--- src/inc/prio_chain_pkg.sv ---
package prio_chain_pkg;
  localparam int HW_LEVELS     = 4;
  localparam int SW_LEVELS     = 4;
  localparam int ALL_LEVELS    = 8;
  localparam int CHANNELS      = 32;
  localparam int DEV_PER_LEVEL = 8;
  localparam int ADDR_W        = 6;
  localparam int CHAN_W        = 5;
  localparam logic [ADDR_W-1:0] TRAP_BASE = 6'h20;
  localparam int SW_CHAN_BASE  = 0;
  localparam int GRANT_HOLD    = 2;
endpackage

--- src/inc/prio_chain_if.sv ---
`timescale 1ns/1ns
interface prio_chain_if;
  import prio_chain_pkg::*;
  logic [HW_LEVELS-1:0] level_request_line;
  logic [HW_LEVELS-1:0] level_grant_line;
  logic [HW_LEVELS-1:0] level_enable_line;
  logic [ADDR_W-1:0]    trap_addr;
  logic                 trap_valid;
  logic                 flag_clear_pulse;
  modport ctrl (input level_request_line, trap_addr, trap_valid,
                output level_grant_line, level_enable_line,
                flag_clear_pulse);
  modport dev (output level_request_line, trap_addr, trap_valid,
               input level_grant_line, level_enable_line,
               flag_clear_pulse);
endinterface

--- src/logic/priority_vector_unit.sv ---
`timescale 1ns/1ns
// Operation
// 32 channels, eight levels, four software
// up to eight devices per level
// granted device drives its trap address
// higher level preempts lower; transfers first
// one global enable, no per-channel enable; level 0 here is also gated by reader_enable_in
// per-level request, grant, enable lines
// order by level, then chain position
// six address lines, bit 40 plus channel
// nonstandard addresses may exceed octal 77; the six-bit trap_addr here stops at octal 77
// software clears flags, not the pulse
// device may gate address from register
// multi-flag request clears when flags clear
// simple devices leave by flag clear
// trap address equals channel plus 40
// this unit beats program interrupt
// device passes grant only if idle
module priority_vector_unit
  import prio_chain_pkg::*;
(
  // clock and reset
  input  wire logic                  clock_in,
  input  wire logic                  resetn_in,
  // processor side
  input  wire logic                  enable_set_in,
  input  wire logic                  enable_clr_in,
  input  wire logic [SW_LEVELS-1:0]  sw_request_in,
  input  wire logic                  debreak_in,
  input  wire logic                  transfer_busy_in,
  input  wire logic                  pi_request_in,
  input  wire logic                  reader_enable_in,
  // link
  prio_chain_if.ctrl                 bus,
  // results
  output logic                       break_out,
  output logic [ADDR_W-1:0]          vector_out,
  output logic [ALL_LEVELS-1:0]      active_out,
  output logic                       enabled_out,
  output logic                       pi_request_out
);
  typedef enum {S_IDLE, S_GRANT, S_TAKE} state_t;
  state_t state_reg, state_next;
  logic enable_reg, enable_next;
  logic [ALL_LEVELS-1:0] active_reg, active_next, req;
  logic [ALL_LEVELS-1:0] sw_pend_reg, sw_pend_next;
  logic [HW_LEVELS-1:0] lvl_en_reg, lvl_en_next;
  logic [HW_LEVELS-1:0] grant_reg, grant_next;
  logic [ADDR_W-1:0] vec_reg, vec_next;
  logic brk_reg, brk_next, clr_reg, clr_next, pi_reg, pi_next;
  logic [1:0] hold_reg, hold_next;
  logic [2:0] win, glev;
  logic       any, outranks;
  // the winner index is three bits wide and the hold counter two
  if (HW_LEVELS + SW_LEVELS != ALL_LEVELS || ALL_LEVELS > 8) begin : g_lvl
    $error("level counts do not fit the winner index");
  end
  if (SW_CHAN_BASE + SW_LEVELS > CHANNELS) begin : g_chan
    $error("software channels run past the last channel");
  end
  if (GRANT_HOLD < 1 || GRANT_HOLD > 3) begin : g_hold
    $error("grant hold does not fit its counter");
  end
  // request lines share this clock: a synchronised copy would lag the
  // flag clear and grant a level that has already let go
  assign req = {sw_pend_reg[ALL_LEVELS-1:HW_LEVELS],
                bus.level_request_line};
  // lowest index is highest level
  always_comb begin
    win = '0;
    any = 1'b0;
    for (int l = ALL_LEVELS-1; l >= 0; l--) begin
      if (req[l]) begin
        win = 3'(l);
        any = 1'b1;
      end
    end
  end
  // an active level at or above the winner holds it off
  always_comb begin
    outranks = 1'b1;
    for (int l = 0; l < ALL_LEVELS; l++) begin
      if (active_reg[l] && l <= int'(win)) begin
        outranks = 1'b0;
      end
    end
    // level now granted; the winner may have moved on since
    glev = '0;
    for (int l = 0; l < HW_LEVELS; l++) begin
      if (grant_reg[l]) begin
        glev = 3'(l);
      end
    end
  end
  // next values for enable, levels, software requests and grant
  always_comb begin
    state_next   = state_reg;
    enable_next  = enable_reg;
    active_next  = active_reg;
    sw_pend_next = sw_pend_reg;
    grant_next   = grant_reg;
    vec_next     = vec_reg;
    brk_next     = 1'b0;
    clr_next     = 1'b0;
    hold_next    = hold_reg;
    if (enable_set_in) begin
      enable_next = 1'b1;
    end else if (enable_clr_in) begin
      enable_next = 1'b0;
    end
    if (debreak_in) begin
      for (int l = ALL_LEVELS-1; l >= 0; l--) begin
        if (active_reg[l]) begin
          active_next = active_reg & ~(8'h01 << l);
        end
      end
    end
    case (state_reg)
      S_IDLE: begin
        if (enable_reg && any && outranks && !transfer_busy_in) begin
          if (win < 3'(HW_LEVELS)) begin
            grant_next = 4'h1 << win[1:0];
            hold_next  = 2'(GRANT_HOLD);
            state_next = S_GRANT;
          end else begin
            sw_pend_next[win] = 1'b0;
            active_next[win]  = 1'b1;
            vec_next = TRAP_BASE + ADDR_W'(SW_CHAN_BASE) +
                       ADDR_W'(int'(win) - HW_LEVELS);
            brk_next = 1'b1;
          end
        end
      end
      S_GRANT: begin
        if (bus.trap_valid) begin
          vec_next = bus.trap_addr;
          active_next[glev] = 1'b1;
          brk_next   = 1'b1;
          clr_next   = 1'b1;
          grant_next = '0;
          state_next = S_TAKE;
        end else if (hold_reg == 2'h0) begin
          grant_next = '0; // request withdrawn
          state_next = S_TAKE;
        end else begin
          hold_next = hold_reg - 2'h1;
        end
      end
      S_TAKE: begin
        state_next = S_IDLE; // one quiet cycle before the next arbitration
      end
      default: begin
        state_next = S_IDLE;
      end
    endcase
    // a software request in the cycle its old one is taken stays pending
    for (int s = 0; s < SW_LEVELS; s++) begin
      if (sw_request_in[s]) begin
        sw_pend_next[HW_LEVELS+s] = 1'b1;
      end
    end
  end
  // flag shared with program interrupt goes nowhere while enabled
  always_comb begin
    pi_next = pi_request_in & ~enable_reg;
  end
  // reader keeps its own enable; others follow the global one
  always_comb begin
    lvl_en_next    = {HW_LEVELS{enable_next}};
    lvl_en_next[0] = enable_next & reader_enable_in;
  end
  always_ff @(posedge clock_in or negedge resetn_in) begin
    if (!resetn_in) begin
      state_reg   <= S_IDLE;
      enable_reg  <= 1'b0;
      active_reg  <= '0;
      sw_pend_reg <= '0;
      grant_reg   <= '0;
      vec_reg     <= '0;
      brk_reg     <= 1'b0;
      clr_reg     <= 1'b0;
      hold_reg    <= '0;
      pi_reg      <= 1'b0;
      lvl_en_reg  <= '0;
    end else begin
      state_reg   <= state_next;
      enable_reg  <= enable_next;
      active_reg  <= active_next;
      sw_pend_reg <= sw_pend_next;
      grant_reg   <= grant_next;
      vec_reg     <= vec_next;
      brk_reg     <= brk_next;
      clr_reg     <= clr_next;
      hold_reg    <= hold_next;
      pi_reg      <= pi_next;
      lvl_en_reg  <= lvl_en_next;
    end
  end
  always_comb begin
    bus.level_grant_line  = grant_reg;
    bus.level_enable_line = lvl_en_reg;
    bus.flag_clear_pulse  = clr_reg;
  end
  assign break_out      = brk_reg;
  assign vector_out     = vec_reg;
  assign active_out     = active_reg;
  assign enabled_out    = enable_reg;
  assign pi_request_out = pi_reg;
endmodule // priority_vector_unit

--- src/flat_wrapper.sv ---
// flat-port wrapper written by rule: the top's interface ports become plain ports
module priority_vector_unit_flat import prio_chain_pkg::*;
  (clock_in, resetn_in, enable_set_in, enable_clr_in, sw_request_in, debreak_in, transfer_busy_in, pi_request_in, reader_enable_in, break_out, vector_out, active_out, enabled_out, pi_request_out, bus_level_request_line, bus_trap_addr, bus_trap_valid, bus_level_grant_line, bus_level_enable_line, bus_flag_clear_pulse);
  prio_chain_if bus_i ();
  input  wire logic clock_in;
  input  wire logic resetn_in;
  input  wire logic enable_set_in;
  input  wire logic enable_clr_in;
  input  wire logic [SW_LEVELS-1:0] sw_request_in;
  input  wire logic debreak_in;
  input  wire logic transfer_busy_in;
  input  wire logic pi_request_in;
  input  wire logic reader_enable_in;
  output logic break_out;
  output logic [ADDR_W-1:0] vector_out;
  output logic [ALL_LEVELS-1:0] active_out;
  output logic enabled_out;
  output logic pi_request_out;
  input wire logic [$bits(bus_i.level_request_line)-1:0] bus_level_request_line;
  input wire logic [$bits(bus_i.trap_addr)-1:0] bus_trap_addr;
  input wire logic [$bits(bus_i.trap_valid)-1:0] bus_trap_valid;
  output wire logic [$bits(bus_i.level_grant_line)-1:0] bus_level_grant_line;
  output wire logic [$bits(bus_i.level_enable_line)-1:0] bus_level_enable_line;
  output wire logic [$bits(bus_i.flag_clear_pulse)-1:0] bus_flag_clear_pulse;
  assign bus_i.level_request_line = bus_level_request_line;
  assign bus_i.trap_addr = bus_trap_addr;
  assign bus_i.trap_valid = bus_trap_valid;
  assign bus_level_grant_line = bus_i.level_grant_line;
  assign bus_level_enable_line = bus_i.level_enable_line;
  assign bus_flag_clear_pulse = bus_i.flag_clear_pulse;
  priority_vector_unit u_core (.clock_in(clock_in), .resetn_in(resetn_in), .enable_set_in(enable_set_in), .enable_clr_in(enable_clr_in), .sw_request_in(sw_request_in), .debreak_in(debreak_in), .transfer_busy_in(transfer_busy_in), .pi_request_in(pi_request_in), .reader_enable_in(reader_enable_in), .bus(bus_i), .break_out(break_out), .vector_out(vector_out), .active_out(active_out), .enabled_out(enabled_out), .pi_request_out(pi_request_out));
endmodule
--- config.mk ---
export PLATFORM = sky130hd
export DESIGN_NAME = priority_vector_unit_flat
export DESIGN_NICKNAME = d
export VERILOG_FILES = /design/src/inc/prio_chain_pkg.sv /design/src/inc/prio_chain_if.sv /design/src/logic/priority_vector_unit.sv /design/src/flat_wrapper.sv
export SDC_FILE = /design/constraint.sdc
export NUM_CORES = 1
export LEC_CHECK = 0
export ABC_CLOCK_PERIOD_IN_PS = 2100
export BUFFER_PORTS_ARGS = -buffer_cell sky130_fd_sc_hd__buf_2
export CORE_MARGIN = 10
export CORE_UTILIZATION = 45
export DETAILED_ROUTE_END_ITERATION = 16
export GPL_TIMING_DRIVEN = 0
export PLACE_DENSITY = 0.79
export SLEW_MARGIN = 30
export SYNTH_ARGS = -nofsm -noshare
export SYNTH_HDL_FRONTEND = slang
export SYNTH_SLANG_ARGS = --single-unit
export TNS_END_PERCENT = 1
--- constraint.sdc ---
create_clock -name clock_in -period 2.1 [get_ports clock_in]
set_clock_uncertainty 0.15 [all_clocks]
set_input_delay 0.42 -clock clock_in [delete_from_list [all_inputs] [get_ports clock_in]]
set_output_delay 0.42 -clock clock_in [all_outputs]
set_load 0.01 [all_outputs]
[Word level (Yosys, flattened, before mapping)]
Index checks and enable logic that the tools add are counted.
Word-level totals
  bits in latches: 0
  bits in read-only memories: 0
  word-level logic and storage cells: 160
  bits in writable memories: 0
  input bits: 23
  memories: 0
  register bits: 66
  output and inout port bits: 26
Cells by class
  bitwise gates (word level): 8
  add/sub/neg operators: 3
  $lt $le $gt $ge: 12
  reductions and logical operators: 33
  equal/unequal tests: 12
  shift operators: 1
  multiplexer cells: 76
  divide/modulo/power cells: 0
  multipliers: 0
Operator list (number)
  2-to-1 mux 32 bit: 4
  2-to-1 mux 8 bit: 14
  one-hot mux 32 bit (2 select lines): 1
  == test 32 x 1 -> 1 bit, second input constant: 1
  zero test 32 bit: 1
  2-to-1 mux 1 bit: 29
  2-to-1 mux 3 bit: 8
  2-to-1 mux 6 bit: 3
  AND reduction 3 bit: 6
  nonzero test 2 bit: 9
  2-to-1 mux 4 bit: 4
  != test 2 bit, second input constant: 8
  bitwise OR 8 bit: 2
  one-hot mux 8 bit (2 select lines): 1
  <= comparator 3 bit, first input constant: 4
  logical AND 1 bit: 12
  2-to-1 mux 2 bit: 6
  one-hot mux 6 bit (2 select lines): 1
  bitwise AND 8 bit: 1
  inverter 8 bit: 1
  one-hot mux 4 bit (2 select lines): 1
  AND reduction 4 bit: 2
  adder 6 bit, first input constant: 1
  demux 1 bit (select 3 bit): 2
  19 further kinds: 23

[Longest topological paths before layout]
Gate-level depths: netlist of run 1.
  depth in word-level cells: 22
  gate-level depth with buffers: 6
  gate-level depth less buffers: 6

[Worst setup path after synthesis of run 1]
OpenSTA, ideal clock, no wires.
  kind: input to register
  start: input port bus_level_request_line[0]
  end: register u_core.vec_reg[0] (netlist: u_core.vector_out[0])
  arrival time: 1951 ps
  buffers on the path: 0
  setup slack: -126 ps
  setup time: 125 ps
  stages on the path: 6
  required time: 1825 ps
  cells stage by stage: or4_4 a21oi_1 a22o_2 a311oi_2 o21ai_4 mux2_4
On the way
  longest elaborated chain between the ends: 14
  elaborated cells on any way between the ends: 35
  those cells by class: add/sub (2); order compare (8); eq/ne (2); mux (12); reduce/logical (11)
Ends and longest elaborated chain
  from (decl): RTL line flat_wrapper.sv:19  | input wire logic [$bits(bus_i.level_request_line)-1:0] bus_level_request_line;
  2-to-1 mux 3 bit: RTL line priority_vector_unit.sv:73  | if (req[l]) begin
  <= comparator 1 x 3 -> 1 bit: RTL line priority_vector_unit.sv:83  | if (active_reg[l] && l <= int'(win)) begin
  logical AND 1 bit: RTL line priority_vector_unit.sv:83
  2-to-1 mux 1 bit (7 in series): RTL line priority_vector_unit.sv:83
  logical AND 1 bit (2 in series): RTL line priority_vector_unit.sv:120  | if (enable_reg && any && outranks && !transfer_busy_in) begin
  != test 2 x 1 -> 1 bit (no line)
  AND reduction 4 bit (no line)
  to (signal assigned): RTL line priority_vector_unit.sv:191  | vec_reg <= vec_next;
  to (decl): RTL line priority_vector_unit.sv:49  | logic [ADDR_W-1:0] vec_reg, vec_next;
Several ways; a longest one is shown, not always the timed one. The select of a mux whose other input is x is not followed.
A chain may end at the register's enable or synchronous reset.

[Final worst setup path of run 1]
  start: register u_core.active_reg[1] (netlist: u_core.active_out[1])
  end: register u_core.vec_reg[5] (netlist: u_core.vector_out[5])
On the way
  longest elaborated chain between the ends: 12
Ends and longest elaborated chain
  from (decl): RTL line priority_vector_unit.sv:45  | logic [ALL_LEVELS-1:0] active_reg, active_next, req;
  from (signal assigned): RTL line priority_vector_unit.sv:188  | active_reg <= active_next;
  logical AND 1 bit: RTL line priority_vector_unit.sv:83
  2-to-1 mux 1 bit (7 in series): RTL line priority_vector_unit.sv:83
  logical AND 1 bit (2 in series): RTL line priority_vector_unit.sv:120
  != test 2 x 1 -> 1 bit (no line)
  AND reduction 4 bit (no line)
No other way between the ends.

==> results of run 1 <==
==> metrics by stage <==
step           power [W]  TNS [ns]  cell area (um2)  util, %
3_3_place_gp     0.00153     -3.24             1860     55.7
6_report         0.00192         0             2050     61.4
5_1_grt          0.00207    -0.245             2050     61.4
3_5_place_dp     0.00156     -3.53             1860     55.7
4_1_cts          0.00192   -0.0345             2000     60.1
2_1_floorplan    0.00129    -0.379             1560        -
==> how the worst max path moves through the flow <==
stage | from | to | slack (ns)
after floorplan | bus_level_request_line[0] | u_core.vector_out[0] | -0.13
after global placement | bus_level_request_line[0] | u_core.vector_out[5] | -0.46
after detailed placement | bus_level_request_line[0] | u_core.vector_out[5] | -0.47
after CTS | bus_level_request_line[1] | u_core.vector_out[0] | -0.02
after global routing | u_core.sw_pend_reg[7] | u_core.vector_out[2] | -0.06
final | u_core.active_out[1] | u_core.vector_out[5] | 0.005
==> logic make-up (layout without fill, tap and decap cells) <==
kind of cell	Yosys count	after routing	synth area share [%]
simple gates	61	61	20.1
flops	31	31	49.7
compound gates	40	40	17.9
mux	9	9	6.73
buf+inv	17	79	4.81
fa+ha+maj	1	1	0.801
==> Yosys cell counts (3+ instances only) <==
| cell | n | share of area [%] |
|---|---|---|
| nand2b_1 | 5 | 2.0 |
| o21ai_0 | 14 | 4.5 |
| nor2_1 | 12 | 2.9 |
| a21oi_1 | 6 | 1.9 |
| nand2_1 | 19 | 4.6 |
| mux2_4 | 3 | 2.9 |
| dfrtp_1 | 31 | 50 |
| buf_4 | 3 | 1.4 |
| mux2i_1 | 6 | 3.8 |
| and2_1 | 3 | 1.2 |
| a21o_1 | 5 | 2.4 |
| nand3_1 | 5 | 1.6 |
| inv_1 | 13 | 3.1 |
==> worst max-delay path, stage by stage (launching register included) <==
cell and delay, ns:
dfrtp_2 0.41, or2_4 0.27, and2_4 0.15, a22o_4 0.23
a311oi_4 0.33, o21ai_4 0.13, mux2_4 0.31
==> area by class of cell <==
class / instances / share of cell area (%)
Timing Repair Buffer: 54 / 14.8
Inverter: 13 / 2.38
Buffer: 4 / 1.28
Tap cell: 46 / 2.81
Multi-Input combinational cell: 111 / 38.3
Sequential cell: 31 / 37.9
Clock inverter: 1 / 0.244
Clock buffer: 7 / 2.20
==> per-layer routing <==
layer / wire [um] / track usage [%] / vias up
li1: - / - / 679
met1: 1750 / 14.9 / 677
met2: 1880 / 21.3 / 57
met3: 378 / 5.52 / 7
met4: 55 / 4.84 / 0
met5: 0 / 0 / -
==> power breakdown <==
part	total, W	internal, W	leakage [nW]	switching, W
registers	0.000836	0.000739	0.378	0.0000967
logic	0.000756	0.000350	0.668	0.000406
clock network	0.000328	0.000130	0.0293	0.000197
total	0.00192	0.00122	1.07	0.000700
==> what timing repair did <==
item | CTS | global route
resized for setup | 12 | 9
endpoints found under the hold margin | 26 | 0
pin swaps | 3 | 5
setup endpoints to repair | 11 | 11
buffers inserted | 4 | 1
hold buffers | 1 | 0
==> metrics, run 1 <==
initial detailed-routing violation count=63; H-tree levels=2; CTS tree=done; layout cells sized above 1=a little under two fifths; FF-to-FF path depth=6; initial core utilization=46.8%; routed wire length=around 4100 um; maximum clock rate=~480 MHz; YS warnings=0; initial antenna violation count=0; Synth Instances=approximately 160; vias per inst=approximately 5.3; post-route insts no fill=between 200 and 300; sequential fraction of the synthesis area=49.7%; area delta synth->final=31.2%; Filler Cells Inserted=between 300 and 400; VDD IR max=~0.53 mV; Clock Tree Root=clkbuf_4; syn nets=between 150 and 200; final period utilization=between 90% and 100%; number of global-route vias before repair=about 1500; clock latency on the worst-skew pair=between 0.3 and 0.4 ns; CP startpoint kind=register; Longest Clk Path Bufs=2; die footprint=just over 0.006 mm2; Routed wire per std cell=about 15 um; endpoint class of the critical path=register; Die Y=78.9 um; Largest register FFs=8; RSZ-0062 raised after global routing=true; Synth Register Bits=31; r2r setup slk=roughly 0.005 ns; setup slack at placement=-0.467 ns; Post-synth EDFFs=0; Min Hold Slack=about 0.11 ns; I/O pin count=49; placed cell count=253; Distinct cells, synth=40; R2R Path Start=u_core.active_out[1]; Clk pin slew, worst setup/hold paths=~0.1 ns; status=finished, final reports clean; most common cell after layout, fill and taps aside=buf_2; Hold Path Class=in -> reg; Overflow after GRT=0; Core Region=0.00334 mm2; Arr. time, crit path=roughly 2.2 ns; syn_area_per_cell=9.82 um2; placement row count=21; DRC viols=0; Cell Area, Synth=0.00156 mm2; port bufs=48; Power Dens Cells=approximately 940 mW/mm2; gr usage total=a little over an eighth; Async SR Flop Fraction=100%; hold endpoint=u_core.sw_pend_reg[4]; post-route ant nets=0; worst slew pin tran=approximately 0.68 ns; ant diodes=0; largest net degree at the start of global routing=32; first-pass GRT wire length=approximately 6600 um; most frequent cells in the layout=buf_2, dfrtp_1, nand2_1; min Tclk post-route=2.09 ns; min setup slack post-route=0.00512 ns; Slew HR=between 50 and 60%; Die W=between 70 and 80 um; Critical Path RT=between 2 and 2.5 ns; Leakage=approximately 1.1 nW; MaxCap Viol Count=0; final setup vio count=0; Multi-input gate area=around 800 um2; via count=around 1400; GP Congestion=roughly 0.83; HPWL reported at the end of detailed placement=between 3000 and 4000 um; max-slew violation count=0; DRT Pass-1 Iters=4; register area=roughly 780 um2; RR Endpoint=u_core.vector_out[5]; clock tree sinks=31; nets@finish=about 240; hold_sp=sw_request_in[0]; Min-Delay Path Depth=2; CTS Buf Count=5; CP Max Fanout=4; Final Hold Fails=0; WS Path Type=reg -> reg; Most used DFF post-synth=dfrtp_1
No activity file was read; power rests on OpenSTA's default activity.
==> run 2, diff against run 1 <==
--- a/config.mk
+++ b/config.mk
@@ -7,6 +7,7 @@
 export LEC_CHECK = 0
 export ABC_CLOCK_PERIOD_IN_PS = 2100
 export BUFFER_PORTS_ARGS = -buffer_cell sky130_fd_sc_hd__buf_2
+export CORE_ASPECT_RATIO = 1.75
 export CORE_MARGIN = 10
 export CORE_UTILIZATION = 45
 export DETAILED_ROUTE_END_ITERATION = 16
==> metrics, run 2 (synthesis gave the netlist of run 1 again) <==
first-pass GRT wire length=~6800 um; DRT Pass-1 Iters=4; placed inst area=approximately 0.0019 mm2; DRC viols=0; largest net degree at the start of global routing=32; number of global-route vias before repair=approximately 1400; port bufs=48; Fin Setup TNS=-0.0733 ns; maximum clock rate=around 470 MHz; Die Y=around 100 um; min setup slack post-route=-0.0311 ns; I/O pin count=slightly below 50; Most Crowded Layer GR=met2; most frequent cells in the layout=buf_2, dfrtp_1, nand2_1; placement row count=28; Final Cell Area=about 0.0021 mm2; CTS tree=done; gr usage total=13.4%; CTS Buf Count=5; final period utilization=101%; CP Max Fanout=6; Routed wire per std cell=roughly 16 um; r2r setup slk=-0.03 ns; Overflow after GRT=0; min Tclk post-route=~2.1 ns; GP Congestion=~0.80; ant diodes=0; Critical Path RT=around 2.1 ns; Final Hold Fails=0; Clock Tree Root=clkbuf_8; Hold Path Class=in -> async; MaxCap Viol Count=0; HPWL reported at the end of detailed placement=a little over 3000 um; final setup vio count=3; routed wire length=4270 um; die footprint=about 0.0063 mm2; RR Endpoint=u_core.vector_out[5]; nets@finish=about 240; Die W=~65 um; VDD IR max=0.627 mV; Power, Total=0.00219 W; area delta synth->final=34.6%; post-route ant nets=0; initial detailed-routing violation count=61; grt met3 use=6.06%; met2 Use GR=a little under a quarter; initial core utilization=46.4%; vias per inst=about 5.2; layout cells sized above 1=38.0%; Longest Clk Path Bufs=2; via count=roughly 1400; max-slew violation count=0; M1 GR Usage=between 10% and 20%; WS Path Type=reg -> reg; violated checks=setup timing; H-tree levels=2; FF-to-FF path depth=6; Leakage=about 1.1 nW; clock tree sinks=31; Largest register FFs=8; CP startpoint kind=register; Core Region=0.00336 mm2; Arr. time, crit path=between 2 and 2.5 ns; RSZ-0062 raised after global routing=true; R2R Path Start=u_core.active_out[1]; Clk pin slew, worst setup/hold paths=0.07 ns; most common cell after layout, fill and taps aside=buf_2; worst slew pin tran=0.682 ns; Slew HR=between 50% and 60%; clock latency on the worst-skew pair=0.29 ns; initial antenna violation count=0; Power Dens Cells=about 1000 mW/mm2; Worst Setup SP=u_core.active_out[1]; CP endpoint=u_core.vector_out[5]; endpoint class of the critical path=register; status=complete, but fails checks
[run 2: repair_timing]
item / CTS / global route
hold buffers: 0 / 0
endpoints found under the setup margin: 8 / 10
cloned: 0 / 0
setup buffers: 4 / 2
pin swaps: 4 / 3
gates resized for setup: 11 / 8
[run 2: how the worst min path moves through the flow]
stage	slack, ns	to	from
after floorplan	-0.03	u_core.active_out[0]	resetn_in
after global placement	0.32	u_core.hold_reg[1]	u_core.hold_reg[1]
after detailed placement	0.34	u_core.hold_reg[1]	u_core.hold_reg[1]
after CTS	0.04	u_core.state_reg[0]	resetn_in
after global routing	0.07	u_core.state_reg[0]	resetn_in
final	0.02	u_core.state_reg[0]	resetn_in
[run 2: worst max-delay path: stages, from the launching register on]
cell      delay, ns
dfrtp_2        0.41
or2_4          0.28
and2_4         0.15
a22o_4         0.24
a311oi_4       0.33
o21ai_4        0.14
mux2_4         0.32
[run 2: where the power goes]
group	leakage (nW)	internal, W	total (W)	switching [W]
sequential	0.378	0.000741	0.000831	0.0000903
combinational	0.668	0.000347	0.000756	0.000410
clock	0.0612	0.000383	0.000602	0.000219
total	1.11	0.00147	0.00219	0.000719
[run 2: metal layers]
layer | part of all wire [%] | wire length (um)
met2 | 56 | 2380
met3 | 6.9 | 294
met4 | 1.8 | 76
met5 | 0 | 0
met1 | 36 | 1520
[run 2: final cells by class]
class | instances | area, um2
tap | 45 | 56.3
fill | 298 | 1260
inverter | 13 | 48.8
clock buffer | 6 | 82.6
multi-input combinational | 111 | 774
sequential | 31 | 777
buffer | 4 | 26.3
clock inverter | 2 | 35.0
timing repair buffer | 54 | 302
[run 2: per-stage QoR]
stage	hold WS, ns	cells	utilization (%)	setup slack, ns
finish	0.0203	266	62.5	-0.0311
global route	0.0742	266	62.5	-0.0835
CTS	0.0360	264	61.2	-0.0921
detailed placement	0.341	252	55.2	-0.425
global placement	0.323	252	55.2	-0.424
floorplan	-0.0256	159	-	-0.126
==> run 3, diff against run 2 <==
--- a/config.mk
+++ b/config.mk
@@ -13,6 +13,7 @@
 export DETAILED_ROUTE_END_ITERATION = 16
 export GPL_TIMING_DRIVEN = 0
 export PLACE_DENSITY = 0.79
+export REMOVE_ABC_BUFFERS = 1
 export SLEW_MARGIN = 30
 export SYNTH_ARGS = -nofsm -noshare
 export SYNTH_HDL_FRONTEND = slang
==> metrics, run 3 (synthesis gave the netlist of run 1 again) <==
DRT Pass-1 Iters=4; Core Region=between 0.003 and 0.004 mm2; most frequent cells in the layout=buf_2, dfrtp_1, nand2_1; placed cell count=~250; R2R Path Start=u_core.active_out[1]; most common cell after layout, fill and taps aside=buf_2; nets@finish=between 200 and 250; number of global-route vias before repair=around 1500; Longest Clk Path Bufs=2; Filler Cells Inserted=289; setup slack at placement=-0.501 ns; endpoint class of the critical path=register; max-slew violation count=0; area delta synth->final=32.7%; vias per inst=5.39; Slew HR=54.5%; die footprint=between 0.006 and 0.007 mm2; Die Y=a little under 100 um; Hold Path Class=in -> async; maximum clock rate=roughly 460 MHz; via count=about 1400; Arr. time, crit path=between 2 and 2.5 ns; DRC viols=0; post-route insts no fill=264; clock tree sinks=31; first-pass GRT wire length=6600 um; worst slew pin tran=roughly 0.7 ns; final period utilization=103%; MaxCap Viol Count=0; Clk pin slew, worst setup/hold paths=about 0.070 ns; final core occ=between 60% and 70%; port bufs=48; routed wire length=about 4200 um; I/O pin count=49; violated checks=setup timing; clock latency on the worst-skew pair=0.29 ns; placement row count=28; Largest register FFs=8; largest net degree at the start of global routing=32; VDD IR max=0.498 mV; GP Congestion=roughly 0.86; HPWL reported at the end of detailed placement=between 3000 and 4000 um; initial antenna violation count=0; H-tree levels=2; layout cells sized above 1=38.4%; CP Max Fanout=6; Final Cell Area=a little over 0.002 mm2; r2r setup slk=-0.07 ns; gr usage total=13.1%; min setup slack post-route=-0.0663 ns; RSZ-0062 raised after global routing=true; Clock Tree Root=clkbuf_8; final setup vio count=6; post-route ant nets=0; FF-to-FF path depth=6; CP startpoint kind=register; initial detailed-routing violation count=41; Power Dens Cells=approximately 1000 mW/mm2; initial core utilization=46.4%; Routed wire per std cell=roughly 16 um; RR Endpoint=u_core.vector_out[5]; status=complete, but fails checks; Critical Path RT=2.12 ns; Final Hold Fails=0; CTS tree=done; Die W=about 65 um; Overflow after GRT=0; WS Path Type=reg -> reg; min Tclk post-route=~2.2 ns; ant diodes=0; placed inst area=roughly 0.0018 mm2; CTS Buf Count=5; Leakage=~1.1 nW; CTS Hold Bufs=0
run 3: critical path, cell delays in order (launching register included):
cell and delay (ns):
dfrtp_2 0.44, or2_4 0.26, and2_1 0.17, a22o_2 0.25, a311oi_4 0.33, o21ai_4 0.14
mux2_4 0.31
run 3: area by class of cell:
class                           instances  area, um2  share of cell area (%)
Multi-Input combinational cell        111        769                    37.1
Inverter                               13       48.8                    2.36
Sequential cell                        31        777                    37.5
Timing Repair Buffer                   56        317                    15.3
Tap cell                               45       56.3                    2.72
Clock inverter                          1       7.51                   0.362
Clock buffer                            7       96.3                    4.65
run 3: power breakdown:
| group | leakage (nW) | switching (W) | total, W | internal, W |
|---|---|---|---|---|
| Clock | 0.0505 | 0.000221 | 0.000518 | 0.000298 |
| Combinational | 0.655 | 0.000408 | 0.000761 | 0.000354 |
| Sequential | 0.378 | 0.0000967 | 0.000838 | 0.000741 |
run 3: how the worst max path moves through the flow:
stage	start	end	cells after the start
3_3_place_gp	bus_level_request_line[0]	u_core.vector_out[0]	7
2_1_floorplan	bus_level_request_line[0]	u_core.vector_out[0]	6
5_1_grt	u_core.active_out[1]	u_core.vector_out[0]	6
6_report	u_core.active_out[1]	u_core.vector_out[5]	6
3_5_place_dp	bus_level_request_line[0]	u_core.vector_out[5]	7
4_1_cts	bus_level_request_line[3]	u_core.vector_out[0]	7
run 3: through the flow:
stage	power [W]	hold slack, ns	setup TNS, ns
finish	0.00212	0.0199	-0.274
global route	0.00226	0.0748	-0.744
CTS	0.00211	0.0321	-0.420
detailed placement	0.00155	0.334	-3.85
global placement	0.00152	0.325	-3.62
floorplan	0.00128	-0.0256	-0.379
run 3: what timing repair did:
action,4_1_cts,5_1_grt
setup endpoints to repair,10,15
buffers inserted,6,2
pin swaps,5,2
gates resized for setup,11,6
run 3: per-layer routing:
metal  vias to the layer above  wire length, um  global-route usage [%]
met5                         -                0                       0
met4                         0              167                    9.44
met3                        20              287                    4.92
met2                        51             2340                    23.5
met1                       682             1400                    11.2
li1                        669                -                       -
